===== config.mk =====
export PLATFORM = sky130hd
export DESIGN_NAME = hirq_host_flat
export DESIGN_NICKNAME = d
export VERILOG_FILES = /design/src/common/hirq_pkg.sv /design/src/common/hirq_if.sv /design/src/hw/hirq_host.sv /design/src/flat_wrapper.sv
export VERILOG_INCLUDE_DIRS = /design/src /design/src/common
export SDC_FILE = /design/constraint.sdc
export NUM_CORES = 1
export LEC_CHECK = 0
export BUFFER_PORTS_ARGS = -buffer_cell sky130_fd_sc_hd__buf_2
export CAP_MARGIN = 20
export CORE_ASPECT_RATIO = 1.75
export CORE_UTILIZATION = 34
export CTS_CLUSTER_DIAMETER = 100
export DETAILED_ROUTE_END_ITERATION = 6
export RECOVER_POWER = 100
export SYNTH_ARGS = -nofsm -noshare
export SYNTH_HDL_FRONTEND = slang
export SYNTH_SLANG_ARGS = --single-unit

===== constraint.sdc =====
create_clock -name clk -period 3.8 [get_ports clk]
set_clock_uncertainty 0.2 [all_clocks]
set_input_delay 0 -clock clk [delete_from_list [all_inputs] [get_ports clk]]
set_output_delay 0 -clock clk [all_outputs]
set_load 0.01 [all_outputs]

===== src/common/hirq_defs.svh =====
// Constants for the host interrupt request logic: offsets, bit positions, resets.
// Assumes inclusion by bare name from the package and both ends.
// What this block does
// Buffers and interrupt registers feed interrupt logic
// Flags set regardless of enable
// Enabled condition raises request and active bit
// Four sources, each separately maskable
// New status on RAM access or status change
// Writing 0 to status flag clears active
// Config done shown by flag falling
// Writing 0 to config enable clears active
// Host sets config flag after new taps
// Empty transmit buffer raises transmit flag
// Transmit write clears flag and active
// Received byte sets receive-full flag
// Receive buffer read clears flag and active
// Host reads error status before byte; the host here reads 00 directly, with no status read first
// Request held while any active bit set
// Flags hold until their clearing action
`ifndef HIRQ_DEFS_SVH
`define HIRQ_DEFS_SVH
// ----------------------------------------
// Interface register offsets
// ----------------------------------------
`define HIRQ_OFF_RXBUF 8'h00
`define HIRQ_OFF_TXBUF 8'h10
`define HIRQ_OFF_ICLO 8'h1E
`define HIRQ_OFF_ICHI 8'h1F
// ----------------------------------------
// Bit positions in interrupt_control_low (0x1E)
// ----------------------------------------
`define HIRQ_B_RX_FLAG 0
`define HIRQ_B_RX_EN 1
`define HIRQ_B_RX_ACT 2
`define HIRQ_B_TX_FLAG 3
`define HIRQ_B_TX_EN 4
`define HIRQ_B_TX_ACT 5
// ----------------------------------------
// Bit positions in interrupt_control_high (0x1F)
// ----------------------------------------
`define HIRQ_B_NS_FLAG 0
`define HIRQ_B_NS_EN 1
`define HIRQ_B_NS_ACT 2
`define HIRQ_B_NC_FLAG 3
`define HIRQ_B_NC_EN 4
`define HIRQ_B_NC_ACT 5
// ----------------------------------------
// Controller register map on Avalon-MM (word addresses)
// ----------------------------------------
`define HIRQ_CSR_CMD 3'h0
`define HIRQ_CSR_TXDATA 3'h1
`define HIRQ_CSR_RXDATA 3'h2
`define HIRQ_CSR_STAT 3'h3
`define HIRQ_CSR_MASK 3'h4
`define HIRQ_CSR_BITS 3'h5
// Command bits
`define HIRQ_CMD_READ_RX 0
`define HIRQ_CMD_SEND_TX 1
`define HIRQ_CMD_NEW_CONFIG_FLAG 2
`define HIRQ_CMD_CLR_NS 3
`define HIRQ_CMD_CLR_NC 4
`define HIRQ_CMD_EN_LO 8
`define HIRQ_CMD_EN_HI 11
// Reset values
`define HIRQ_RST_BYTE 8'h00
`define HIRQ_RST_EV 4'h0
`endif


===== src/common/hirq_pkg.sv =====
// Types shared by both ends of the host interrupt request logic.
// Assumes hirq_defs.svh is on the include path.
`include "hirq_defs.svh"
package hirq_pkg;
	// Source index: 0 rx full, 1 tx empty, 2 new status, 3 new config
	typedef logic [3:0] hirq_src_t;
	typedef enum logic [1:0] {HIRQ_IDLE, HIRQ_WAIT, HIRQ_DONE} hirq_acc_t;
endpackage


===== src/common/hirq_if.sv =====
// Parallel register port between host controller and modem interface.
// Assumes one clock and synchronous single-cycle accesses.
`timescale 1ns/1ps
interface hirq_if;
	logic [7:0] addr;
	logic wr;
	logic rd;
	logic [7:0] wdata;
	logic [7:0] rdata;
	logic irq;
	modport device (input addr, input wr, input rd, input wdata, output rdata, output irq);
	modport host (output addr, output wr, output rd, output wdata, input rdata, input irq);
endinterface


===== src/hw/hirq_host.sv =====
// Host controller end: Avalon-MM slave registers drive accesses to the modem.
// Assumes modem answers read data one cycle after the read strobe.
`timescale 1ns/1ps
`include "hirq_defs.svh"
module hirq_host import hirq_pkg::*; (
	input wire logic clk,
	input wire logic rst_n,
	hirq_if.host link,
	input wire logic [2:0] avs_address,
	input wire logic avs_read,
	input wire logic avs_write,
	input wire logic [31:0] avs_writedata,
	output logic [31:0] avs_readdata,
	output logic avs_waitrequest,
	output logic irq_out
);
	typedef struct packed {
		hirq_acc_t acc;
		logic [7:0] addr;
		logic wr;
		logic rd;
		logic [7:0] wdata;
		logic [7:0] rxdata;
		logic [7:0] bits;
		hirq_src_t en;
		logic [3:0] stat;
		logic [3:0] mask;
		logic [31:0] rdata;
		logic wait_n;
		logic irq;
		logic irq_d;
		logic rx_pend;
	} hirq_host_t;
	hirq_host_t st_ff;
	hirq_host_t nxt_st;
	// ----------------------------------------
	// Next state
	// ----------------------------------------
	always_comb begin
		logic [3:0] ev;
		nxt_st = st_ff;
		ev = 4'h0;
		nxt_st.wr = 1'b0;
		nxt_st.rd = 1'b0;
		nxt_st.wait_n = 1'b0;
		nxt_st.irq_d = link.irq;
		// Events: rx byte read, tx byte sent, link request rising
		unique case (st_ff.acc)
			HIRQ_IDLE: begin
				if (avs_write && !st_ff.wait_n) begin
					nxt_st.wait_n = 1'b1;
					unique case (avs_address)
						`HIRQ_CSR_TXDATA: nxt_st.wdata = avs_writedata[7:0];
						`HIRQ_CSR_STAT: nxt_st.stat = st_ff.stat & ~avs_writedata[3:0];
						`HIRQ_CSR_MASK: nxt_st.mask = avs_writedata[3:0];
						`HIRQ_CSR_CMD: begin
							nxt_st.en = avs_writedata[`HIRQ_CMD_EN_HI:`HIRQ_CMD_EN_LO];
							nxt_st.wait_n = 1'b0;
							nxt_st.acc = HIRQ_WAIT;
							nxt_st.wr = 1'b1;
							nxt_st.addr = `HIRQ_OFF_ICHI;
							nxt_st.wdata = {2'h0, 1'b0,
								avs_writedata[`HIRQ_CMD_EN_HI] & ~avs_writedata[`HIRQ_CMD_CLR_NC],
								avs_writedata[`HIRQ_CMD_NEW_CONFIG_FLAG], 1'b0,
								avs_writedata[`HIRQ_CMD_EN_LO + 2],
								~avs_writedata[`HIRQ_CMD_CLR_NS]};
							if (avs_writedata[`HIRQ_CMD_SEND_TX]) begin
								nxt_st.addr = `HIRQ_OFF_TXBUF;
								nxt_st.wdata = st_ff.wdata;
							end else if (avs_writedata[`HIRQ_CMD_READ_RX]) begin
								nxt_st.wr = 1'b0;
								nxt_st.rd = 1'b1; // ; no error status read precedes this byte read
								nxt_st.rx_pend = 1'b1;
								nxt_st.addr = `HIRQ_OFF_RXBUF;
							end
						end
						default: ;
					endcase
				end else if (avs_read && !st_ff.wait_n) begin
					nxt_st.wait_n = 1'b1;
					unique case (avs_address)
						`HIRQ_CSR_RXDATA: nxt_st.rdata = {24'h0, st_ff.rxdata};
						`HIRQ_CSR_STAT: nxt_st.rdata = {28'h0, st_ff.stat};
						`HIRQ_CSR_MASK: nxt_st.rdata = {28'h0, st_ff.mask};
						`HIRQ_CSR_BITS: nxt_st.rdata = {24'h0, st_ff.bits};
						`HIRQ_CSR_CMD: nxt_st.rdata = {20'h0, st_ff.en, 8'h0};
						default: nxt_st.rdata = 32'h0;
					endcase
				end
			end
			HIRQ_WAIT: begin
				// Rest on the low control register; the accessed byte is already launched
				nxt_st.acc = HIRQ_DONE;
				nxt_st.addr = `HIRQ_OFF_ICLO;
			end
			HIRQ_DONE: begin
				// Remembered flag, since the link address has moved on by now
				if (st_ff.rx_pend) begin
					nxt_st.rxdata = link.rdata;
					ev[0] = 1'b1;
				end
				nxt_st.rx_pend = 1'b0;
				nxt_st.bits = link.rdata;
				nxt_st.acc = HIRQ_IDLE;
				nxt_st.wait_n = 1'b1;
			end
			default: nxt_st.acc = HIRQ_IDLE;
		endcase
		ev[1] = st_ff.acc == HIRQ_WAIT && st_ff.addr == `HIRQ_OFF_TXBUF;
		ev[2] = link.irq && !st_ff.irq_d;
		nxt_st.stat = nxt_st.stat | ev[3:0]; // set wins over clear
		nxt_st.irq = |(nxt_st.stat & nxt_st.mask);
	end
	// ----------------------------------------
	// State register
	// ----------------------------------------
	always_ff @(posedge clk or negedge rst_n) begin
		if (!rst_n) begin
			st_ff <= '0;
		end else begin
			st_ff <= nxt_st;
		end
	end
	assign link.addr = st_ff.addr;
	assign link.wr = st_ff.wr;
	assign link.rd = st_ff.rd;
	assign link.wdata = st_ff.wdata;
	assign avs_readdata = st_ff.rdata;
	assign avs_waitrequest = !st_ff.wait_n;
	assign irq_out = st_ff.irq;
endmodule


===== src/flat_wrapper.sv =====
// flat-port wrapper written by rule: the top's interface ports become plain ports
module hirq_host_flat import hirq_pkg::*;
  (clk, rst_n, avs_address, avs_read, avs_write, avs_writedata, avs_readdata, avs_waitrequest, irq_out, link_addr, link_wr, link_rd, link_wdata, link_rdata, link_irq);
  hirq_if link_i ();
  input wire logic clk;
  input wire logic rst_n;
  input wire logic [2:0] avs_address;
  input wire logic avs_read;
  input wire logic avs_write;
  input wire logic [31:0] avs_writedata;
  output logic [31:0] avs_readdata;
  output logic avs_waitrequest;
  output logic irq_out;
  output wire logic [$bits(link_i.addr)-1:0] link_addr;
  output wire logic [$bits(link_i.wr)-1:0] link_wr;
  output wire logic [$bits(link_i.rd)-1:0] link_rd;
  output wire logic [$bits(link_i.wdata)-1:0] link_wdata;
  input wire logic [$bits(link_i.rdata)-1:0] link_rdata;
  input wire logic [$bits(link_i.irq)-1:0] link_irq;
  assign link_addr = link_i.addr;
  assign link_wr = link_i.wr;
  assign link_rd = link_i.rd;
  assign link_wdata = link_i.wdata;
  assign link_i.rdata = link_rdata;
  assign link_i.irq = link_irq;
  hirq_host u_core (.clk(clk), .rst_n(rst_n), .link(link_i), .avs_address(avs_address), .avs_read(avs_read), .avs_write(avs_write), .avs_writedata(avs_writedata), .avs_readdata(avs_readdata), .avs_waitrequest(avs_waitrequest), .irq_out(irq_out));
endmodule

==> flow_metrics.py, run 1 <==
metrics = {
    "critical_path": {
        "end_kind": "flip-flop",
        "worstPathArrival_ns": 2.99,
        "start_kind": "flip-flop",
        "cp_slowest_stage_delay_ns": 0.56,
        "crit_required_ns": 3.86,
        "cp_max_fo": 15,
        "regToRegSetupSlack_ns": 0.87,
        "cp_slowest_cell": "dlygate4sd3_1",
        "reg2reg_from": "u_core.st_ff[82]",
        "cp_cell_sequence": "nor4b_1, clkbuf_1, and3_1, nor2_1, a31oi_1, dlygate4sd3_1",
        "crit_type": "flip-flop to flip-flop",
        "critical_path_buf_inv_count": 2,
        "reg2reg_depth": 6,
        "crit_family": "buffers and inverters",
        "r2r_end": "u_core.link.wdata[4]",
    },
    "synthesis": {
        "synthMuxAreaShare_pct": 8.599,
        "synthFlopType": "dfrtp_1",
        "synth_seq_cells": 59,
        "async_flop_share_pct": 100.0,
        "synthSimpleGateAreaFrac_pct": 12.42,
        "synth_compound_area_share_pct": 11.74,
        "syn_area_um2": 2983,
        "synth_top_family_by_area": "buffers and inverters",
        "yosysSeqAreaShare_pct": 49.50,
        "yosysWarningCount": 0,
        "synth_cells": 275,
        "syn_avg_cell_area_um2": 10.85,
        "yosys.area_share.xor_xnor_pct": 0,
        "synthAdderAreaFrac_pct": 0,
        "synth-edff-count": 0,
        "synth_cell_types": 44,
    },
    "clock_network": {
        "cts_tree": "done",
        "h-tree-depth": 3,
        "clk_pin_slew_worst_paths_ns": 0.05,
        "cts_resized": 0,
        "cts_buffer_depth": 2,
        "cts_setup_buffers": 0,
        "cts_root_buf": "clkbuf_16",
        "clk_latency_ns": 0.32,
        "hold_buffers": 28,
        "cts_buffers": 9,
        "cts.sinks": 59,
    },
    "job": {
        "drv_cap": 0,
    },
    "routing": {
        "wl_per_cell_um": 13.37,
        "first_pass_iters": 4,
        "num_vias": 2055,
        "remaining_drc_errors": 0,
        "ant_nets": 0,
        "routed_via_density": 4.497,
        "drt-total-wl_um": 6108,
        "drtIter0Drc": 46,
    },
    "global_route": {
        "first_global_vias": 2049,
        "grtUsageTotal_pct": 14.91,
        "grt_antenna_before_repair": 0,
        "grt_max_degree": 60,
        "overflow": 0,
        "grt_pass1_wl_um": 10070,
    },
    "finish": {
        "drive_gt1_share_pct": 20.47,
        "nets": 385,
        "fill_cells": 854,
        "diodes": 0,
        "area_growth_pct": 18.62,
    },
    "sta": {
        "rsz0062_at_grt": "no",
        "setup_violations": 0,
        "setup_tns_ns": 0,
        "relSlewSlack_pct": 0.5588,
        "whs_ns": -0.00007522,
        "tightestPinTransition_ns": 1.492,
        "fin_crit_ns": 2.931,
        "finalHoldViolCount": 1,
        "drv_slew": 0,
        "maxClockFrequency_mhz": 341.2,
        "finalCritPeriodShare_pct": 77.14,
    },
    "power_and_ir_drop": {
        "leakagePower_nw": 1.608,
        "ir_worst_vdd_v": 0.0002532,
        "p_total_mw": 2.068,
        "p_per_area_nw_per_um2": 584.4,
    },
    "floorplanning": {
        "die_area_um2": 9167,
        "rows": 44,
        "die_y_um": 125.9,
        "die_w_um": 72.81,
        "start_util_pct": 35.41,
        "placeableCoreArea_um2": 8423,
        "io_pins": 100,
    },
    "worst_hold_path": {
        "min_path_cells": 4,
        "hold_path.startpoint": "avs_address[0]",
        "hold_path_class": "primary input to flip-flop",
        "hold_end": "u_core.avs_readdata[1]",
    },
    "placement": {
        "gp_congestion": 0.7672,
        "port_buffers": 56,
        "dp_hpwl_um": 4103,
    },
    "run_status": {
        "status": "complete, but fails checks",
        "violations": "hold timing",
    },
}
==> synthesized netlist by cell type, types with 2 or more instances <==
cell type / count / area, um^2
dfrtp_1: 59 / 1476
buf_4: 50 / 375.4
mux2_2: 21 / 236.5
nor2_1: 20 / 75.07
inv_1: 18 / 67.56
a21oi_1: 13 / 65.06
nand3_1: 10 / 50.05
nand2_1: 7 / 26.28
o21ai_0: 6 / 30.03
a31oi_1: 5 / 31.28
a22oi_1: 4 / 30.03
buf_6: 4 / 45.04
nor2b_1: 4 / 25.02
o21ai_2: 4 / 35.03
or2_2: 4 / 25.02
a21boi_0: 3 / 22.52
a221oi_1: 3 / 26.28
a22o_1: 3 / 26.28
and3_1: 3 / 18.77
nand2b_1: 3 / 18.77
a211oi_1: 2 / 15.01
a2bb2oi_1: 2 / 17.52
and3_2: 2 / 15.01
buf_2: 2 / 10.01
clkbuf_1: 2 / 7.510
mux2i_1: 2 / 20.02
nand3b_1: 2 / 15.01
==> stage by stage <==
step	hold slack, ns	worst slack, ns	util, %	instance area, um^2	instances
global route	0.07402	0.6179	42.01	3538	457
CTS	0.0009912	1.175	43.15	3635	457
floorplan	-0.4956	1.987	-	3065	297
global placement	-0.07912	1.540	36.35	3062	413
finish	-0.00007522	0.8688	42.01	3538	457
detailed placement	-0.07560	1.515	36.35	3062	413
==> layer usage <==
layer  wire, um  part of all wire [%]  vias to the layer above  global-route usage [%]
met2       3041                    50                       60                   24.85
met3        320                   5.2                       11                   5.040
li1           -                     -                      994                       -
met5          0                     0                        -                       0
met4        123                   2.0                        0                   6.228
met1       2624                    43                      990                   17.16
==> flip-flops by register name (all words and copies together) (netlist names) <==
| register | count |
|---|---|
| u_core.st_ff | 33 |
| u_core.avs_readdata | 12 |
| u_core.link.wdata | 8 |
| u_core.link.addr | 3 |
| u_core.irq_out | 1 |
| u_core.link.rd | 1 |
| u_core.link.wr | 1 |
==> cell usage in the layout (no fill, tap or decap), types with 3 or more instances in the layout <==
cell type / Yosys / final
nor2b_1: 4 / 4
buf_2: 2 / 26
nand3_1: 10 / 10
a22o_1: 3 / 3
or2_2: 4 / 4
clkbuf_16: 0 / 9
conb_1: 1 / 23
a22oi_1: 4 / 4
and3_1: 3 / 3
o21ai_0: 6 / 10
nor2_1: 20 / 20
nand2b_1: 3 / 3
a221oi_1: 3 / 3
dlygate4sd3_1: 0 / 28
a21boi_0: 3 / 3
a31oi_1: 5 / 5
mux2_2: 21 / 21
nand2_1: 7 / 7
dfrtp_1: 59 / 59
inv_1: 18 / 18
clkbuf_1: 2 / 35
clkbuf_8: 0 / 4
a21oi_1: 13 / 13
==> cells by family after synthesis <==
| family | count (synthesis) |
|---|---|
| AO/OA/AOI/OAI | 51 |
| flip-flops | 59 |
| other | 1 |
| AND/OR/NAND/NOR | 64 |
| buffers and inverters | 77 |
| multiplexers | 23 |
==> power by group <==
part	internal [mW]	switching (mW)
clock	0.511	0.267
combinational	0.193	0.219
sequential	0.794	0.0832
total	1.50	0.569
==> worst max-delay path by stage <==
stage | end | cells after the start | slack, ns | start
after detailed placement | u_core.link.wdata[0] | 4 | 1.52 | u_core.st_ff[82]
after global placement | u_core.link.wdata[0] | 4 | 1.54 | u_core.st_ff[82]
after CTS | u_core.link.wdata[4] | 5 | 1.17 | u_core.st_ff[82]
after global routing | u_core.link.wdata[4] | 6 | 0.62 | u_core.st_ff[82]
after floorplan | u_core.link.wdata[0] | 5 | 1.99 | u_core.st_ff[82]
final | u_core.link.wdata[4] | 6 | 0.87 | u_core.st_ff[82]
==> cell type report <==
class / instances / area (um^2) / share of cell area [%]
Clock buffer: 15 / 287.8 / 8.133
Inverter: 18 / 67.56 / 1.909
Sequential cell: 59 / 1476 / 41.73
Clock inverter: 1 / 5.005 / 0.1414
Multi-Input combinational cell: 161 / 1018 / 28.78
Timing Repair Buffer: 88 / 539.3 / 15.24
Tap cell: 115 / 143.9 / 4.066
==> worst register-to-register path: cells and delay by family, from the launching register on <==
kind,cells,cell delay [ns]
simple gates,3,0.98
flops,1,0.47
buf+inv,2,1.08
compound gates,1,0.14
No activity file was read; power rests on OpenSTA's default activity.
==> inputs of run 2 (changes only) <==
clock period = 2.8 ns   (was 3.8 ns; I/O delays follow)
==> run 2 against run 1 <==
Effect of this change: the flow now finishes without violations; die area did not move; worst hold slack improved by 0.13 ns; utilization barely moved; non-clock buffer count rose by 2; clock power rose by 24%; via count rose by 0.78%; largest cell class unchanged; critical path depth fell by 3; register-to-register slack got worse by 0.40 ns; critical endpoint is now u_core.link.wdata[0].
==> flow_metrics.py, run 2 (synthesis results as in run 1) <==
metrics = {
    "sta": {
        "setup_violations": 0,
        "whs_ns": 0.1299,
        "finalHoldViolCount": 0,
        "tightestPinTransition_ns": 1.471,
        "maxClockFrequency_mhz": 428.6,
        "setup_tns_ns": 0,
        "relSlewSlack_pct": 1.918,
        "fin_crit_ns": 2.333,
        "worst_slack_ns": 0.4669,
        "finalCritPeriodShare_pct": 83.33,
        "rsz0062_at_grt": "no",
        "drv_slew": 0,
    },
    "routing": {
        "drt-total-wl_um": 6110,
        "first_pass_iters": 4,
        "routed_via_density": 4.522,
        "wl_per_cell_um": 13.34,
        "remaining_drc_errors": 0,
        "drtIter0Drc": 75,
        "ant_nets": 0,
        "num_vias": 2071,
    },
    "floorplanning": {
        "die_area_um2": 9167,
        "start_util_pct": 35.41,
        "rows": 44,
        "die_w_um": 72.81,
        "placeableCoreArea_um2": 8423,
        "io_pins": 100,
        "die_y_um": 125.9,
    },
    "run_status": {
        "status": "complete, no violations",
    },
    "finish": {
        "multi_input_area_um2": 1028,
        "largest_reg_flops": 33,
        "nets": 387,
        "top_register": "u_core.st_ff",
        "area_growth_pct": 18.58,
        "diodes": 0,
        "drive_gt1_share_pct": 21.28,
        "seq_area_um2": 1476,
        "final_cell_mix": "59 x dfrtp_1, 35 x clkbuf_1, 28 x dlygate4sd3_1, 25 x buf_2, 23 x conb_1",
        "final_common_cell": "dfrtp_1",
        "fill_cells": 869,
        "fin_util_pct": 41.99,
        "fin_cells": 458,
        "stdcell_area_um2": 3537,
    },
    "critical_path": {
        "crit_type": "flip-flop to flip-flop",
        "start_kind": "flip-flop",
        "crit_family": "simple AND/OR/NAND/NOR gates",
        "worstPathArrival_ns": 2.34,
        "reg2reg_from": "u_core.st_ff[82]",
        "cp_slowest_cell": "nor4b_2",
        "path_depth": 3,
        "cp_cell_sequence": "nor4b_2, and3_1, mux2_2",
        "cp_max_fo": 10,
        "cp_slowest_stage_delay_ns": 0.74,
        "regToRegSetupSlack_ns": 0.47,
        "crit_required_ns": 2.81,
        "end_kind": "flip-flop",
        "reg2reg_depth": 3,
        "r2r_end": "u_core.link.wdata[0]",
        "critical_path_buf_inv_count": 0,
    },
    "global_route": {
        "grt_max_degree": 33,
        "first_global_vias": 2059,
        "grtUsageTotal_pct": 14.72,
        "grt_antenna_before_repair": 0,
        "overflow": 0,
        "grt_pass1_wl_um": 10030,
    },
    "placement": {
        "placed_cell_area_um2": 3077,
        "dp_cells": 415,
        "port_buffers": 56,
        "place_ws_ns": 0.6440,
        "gp_congestion": 0.7625,
        "dp_hpwl_um": 4233,
    },
    "job": {
        "drv_cap": 0,
    },
    "worst_hold_path": {
        "hold_path_class": "primary input to flip-flop",
        "min_path_cells": 2,
        "hold_end": "u_core.st_ff[1]",
        "hold_path.startpoint": "link_irq",
    },
    "clock_network": {
        "cts_root_buf": "clkbuf_16",
        "cts_buffers": 9,
        "cts.sinks": 59,
        "cts_resized": 0,
        "cts_buffer_depth": 2,
        "h-tree-depth": 3,
        "clk_latency_ns": 0.32,
        "cts_tree": "done",
        "clk_pin_slew_worst_paths_ns": 0.05,
    },
    "power_and_ir_drop": {
        "leakagePower_nw": 1.611,
        "p_total_mw": 2.713,
        "ir_worst_vdd_v": 0.0004343,
        "p_per_area_nw_per_um2": 767.1,
    },
}
==> run 2: final cells by class <==
type                       count  share of cell area (%)
tap                          115                   4.068
sequential                    59                   41.74
multi-input combinational    161                   29.08
inverter                      18                   1.910
timing repair buffer          90                   15.81
clock inverter                 3                  0.4245
clock buffer                  12                   6.969
==> run 2: worst max path at each step <==
stage                           startpoint              endpoint
after floorplan           u_core.st_ff[82]  u_core.link.wdata[0]
after global placement    u_core.st_ff[82]  u_core.link.wdata[0]
after detailed placement  u_core.st_ff[82]  u_core.link.wdata[3]
after CTS                 u_core.st_ff[82]  u_core.link.wdata[3]
after global routing      u_core.st_ff[82]  u_core.link.wdata[6]
final                     u_core.st_ff[82]  u_core.link.wdata[0]
==> run 2: routing by layer <==
| metal | up-vias | GRT usage, % | wire length, um |
|---|---|---|---|
| met5 | - | 0 | 0 |
| met2 | 63 | 24.85 | 3222 |
| met1 | 998 | 16.82 | 2439 |
| met4 | 0 | 6.228 | 121 |
| met3 | 11 | 4.640 | 327 |
| li1 | 999 | - | - |
==> run 2: what timing repair did <==
| item | in CTS | in global routing |
|---|---|---|
| hold buffers | 28 | 0 |
| endpoints found under the hold margin | 70 | 0 |
| buffers inserted | 0 | 0 |
==> run 2: report_power, final <==
part | switching (mW) | internal, mW
logic | 0.294 | 0.263
clock network | 0.350 | 0.611
registers | 0.116 | 1.08
total | 0.761 | 1.95
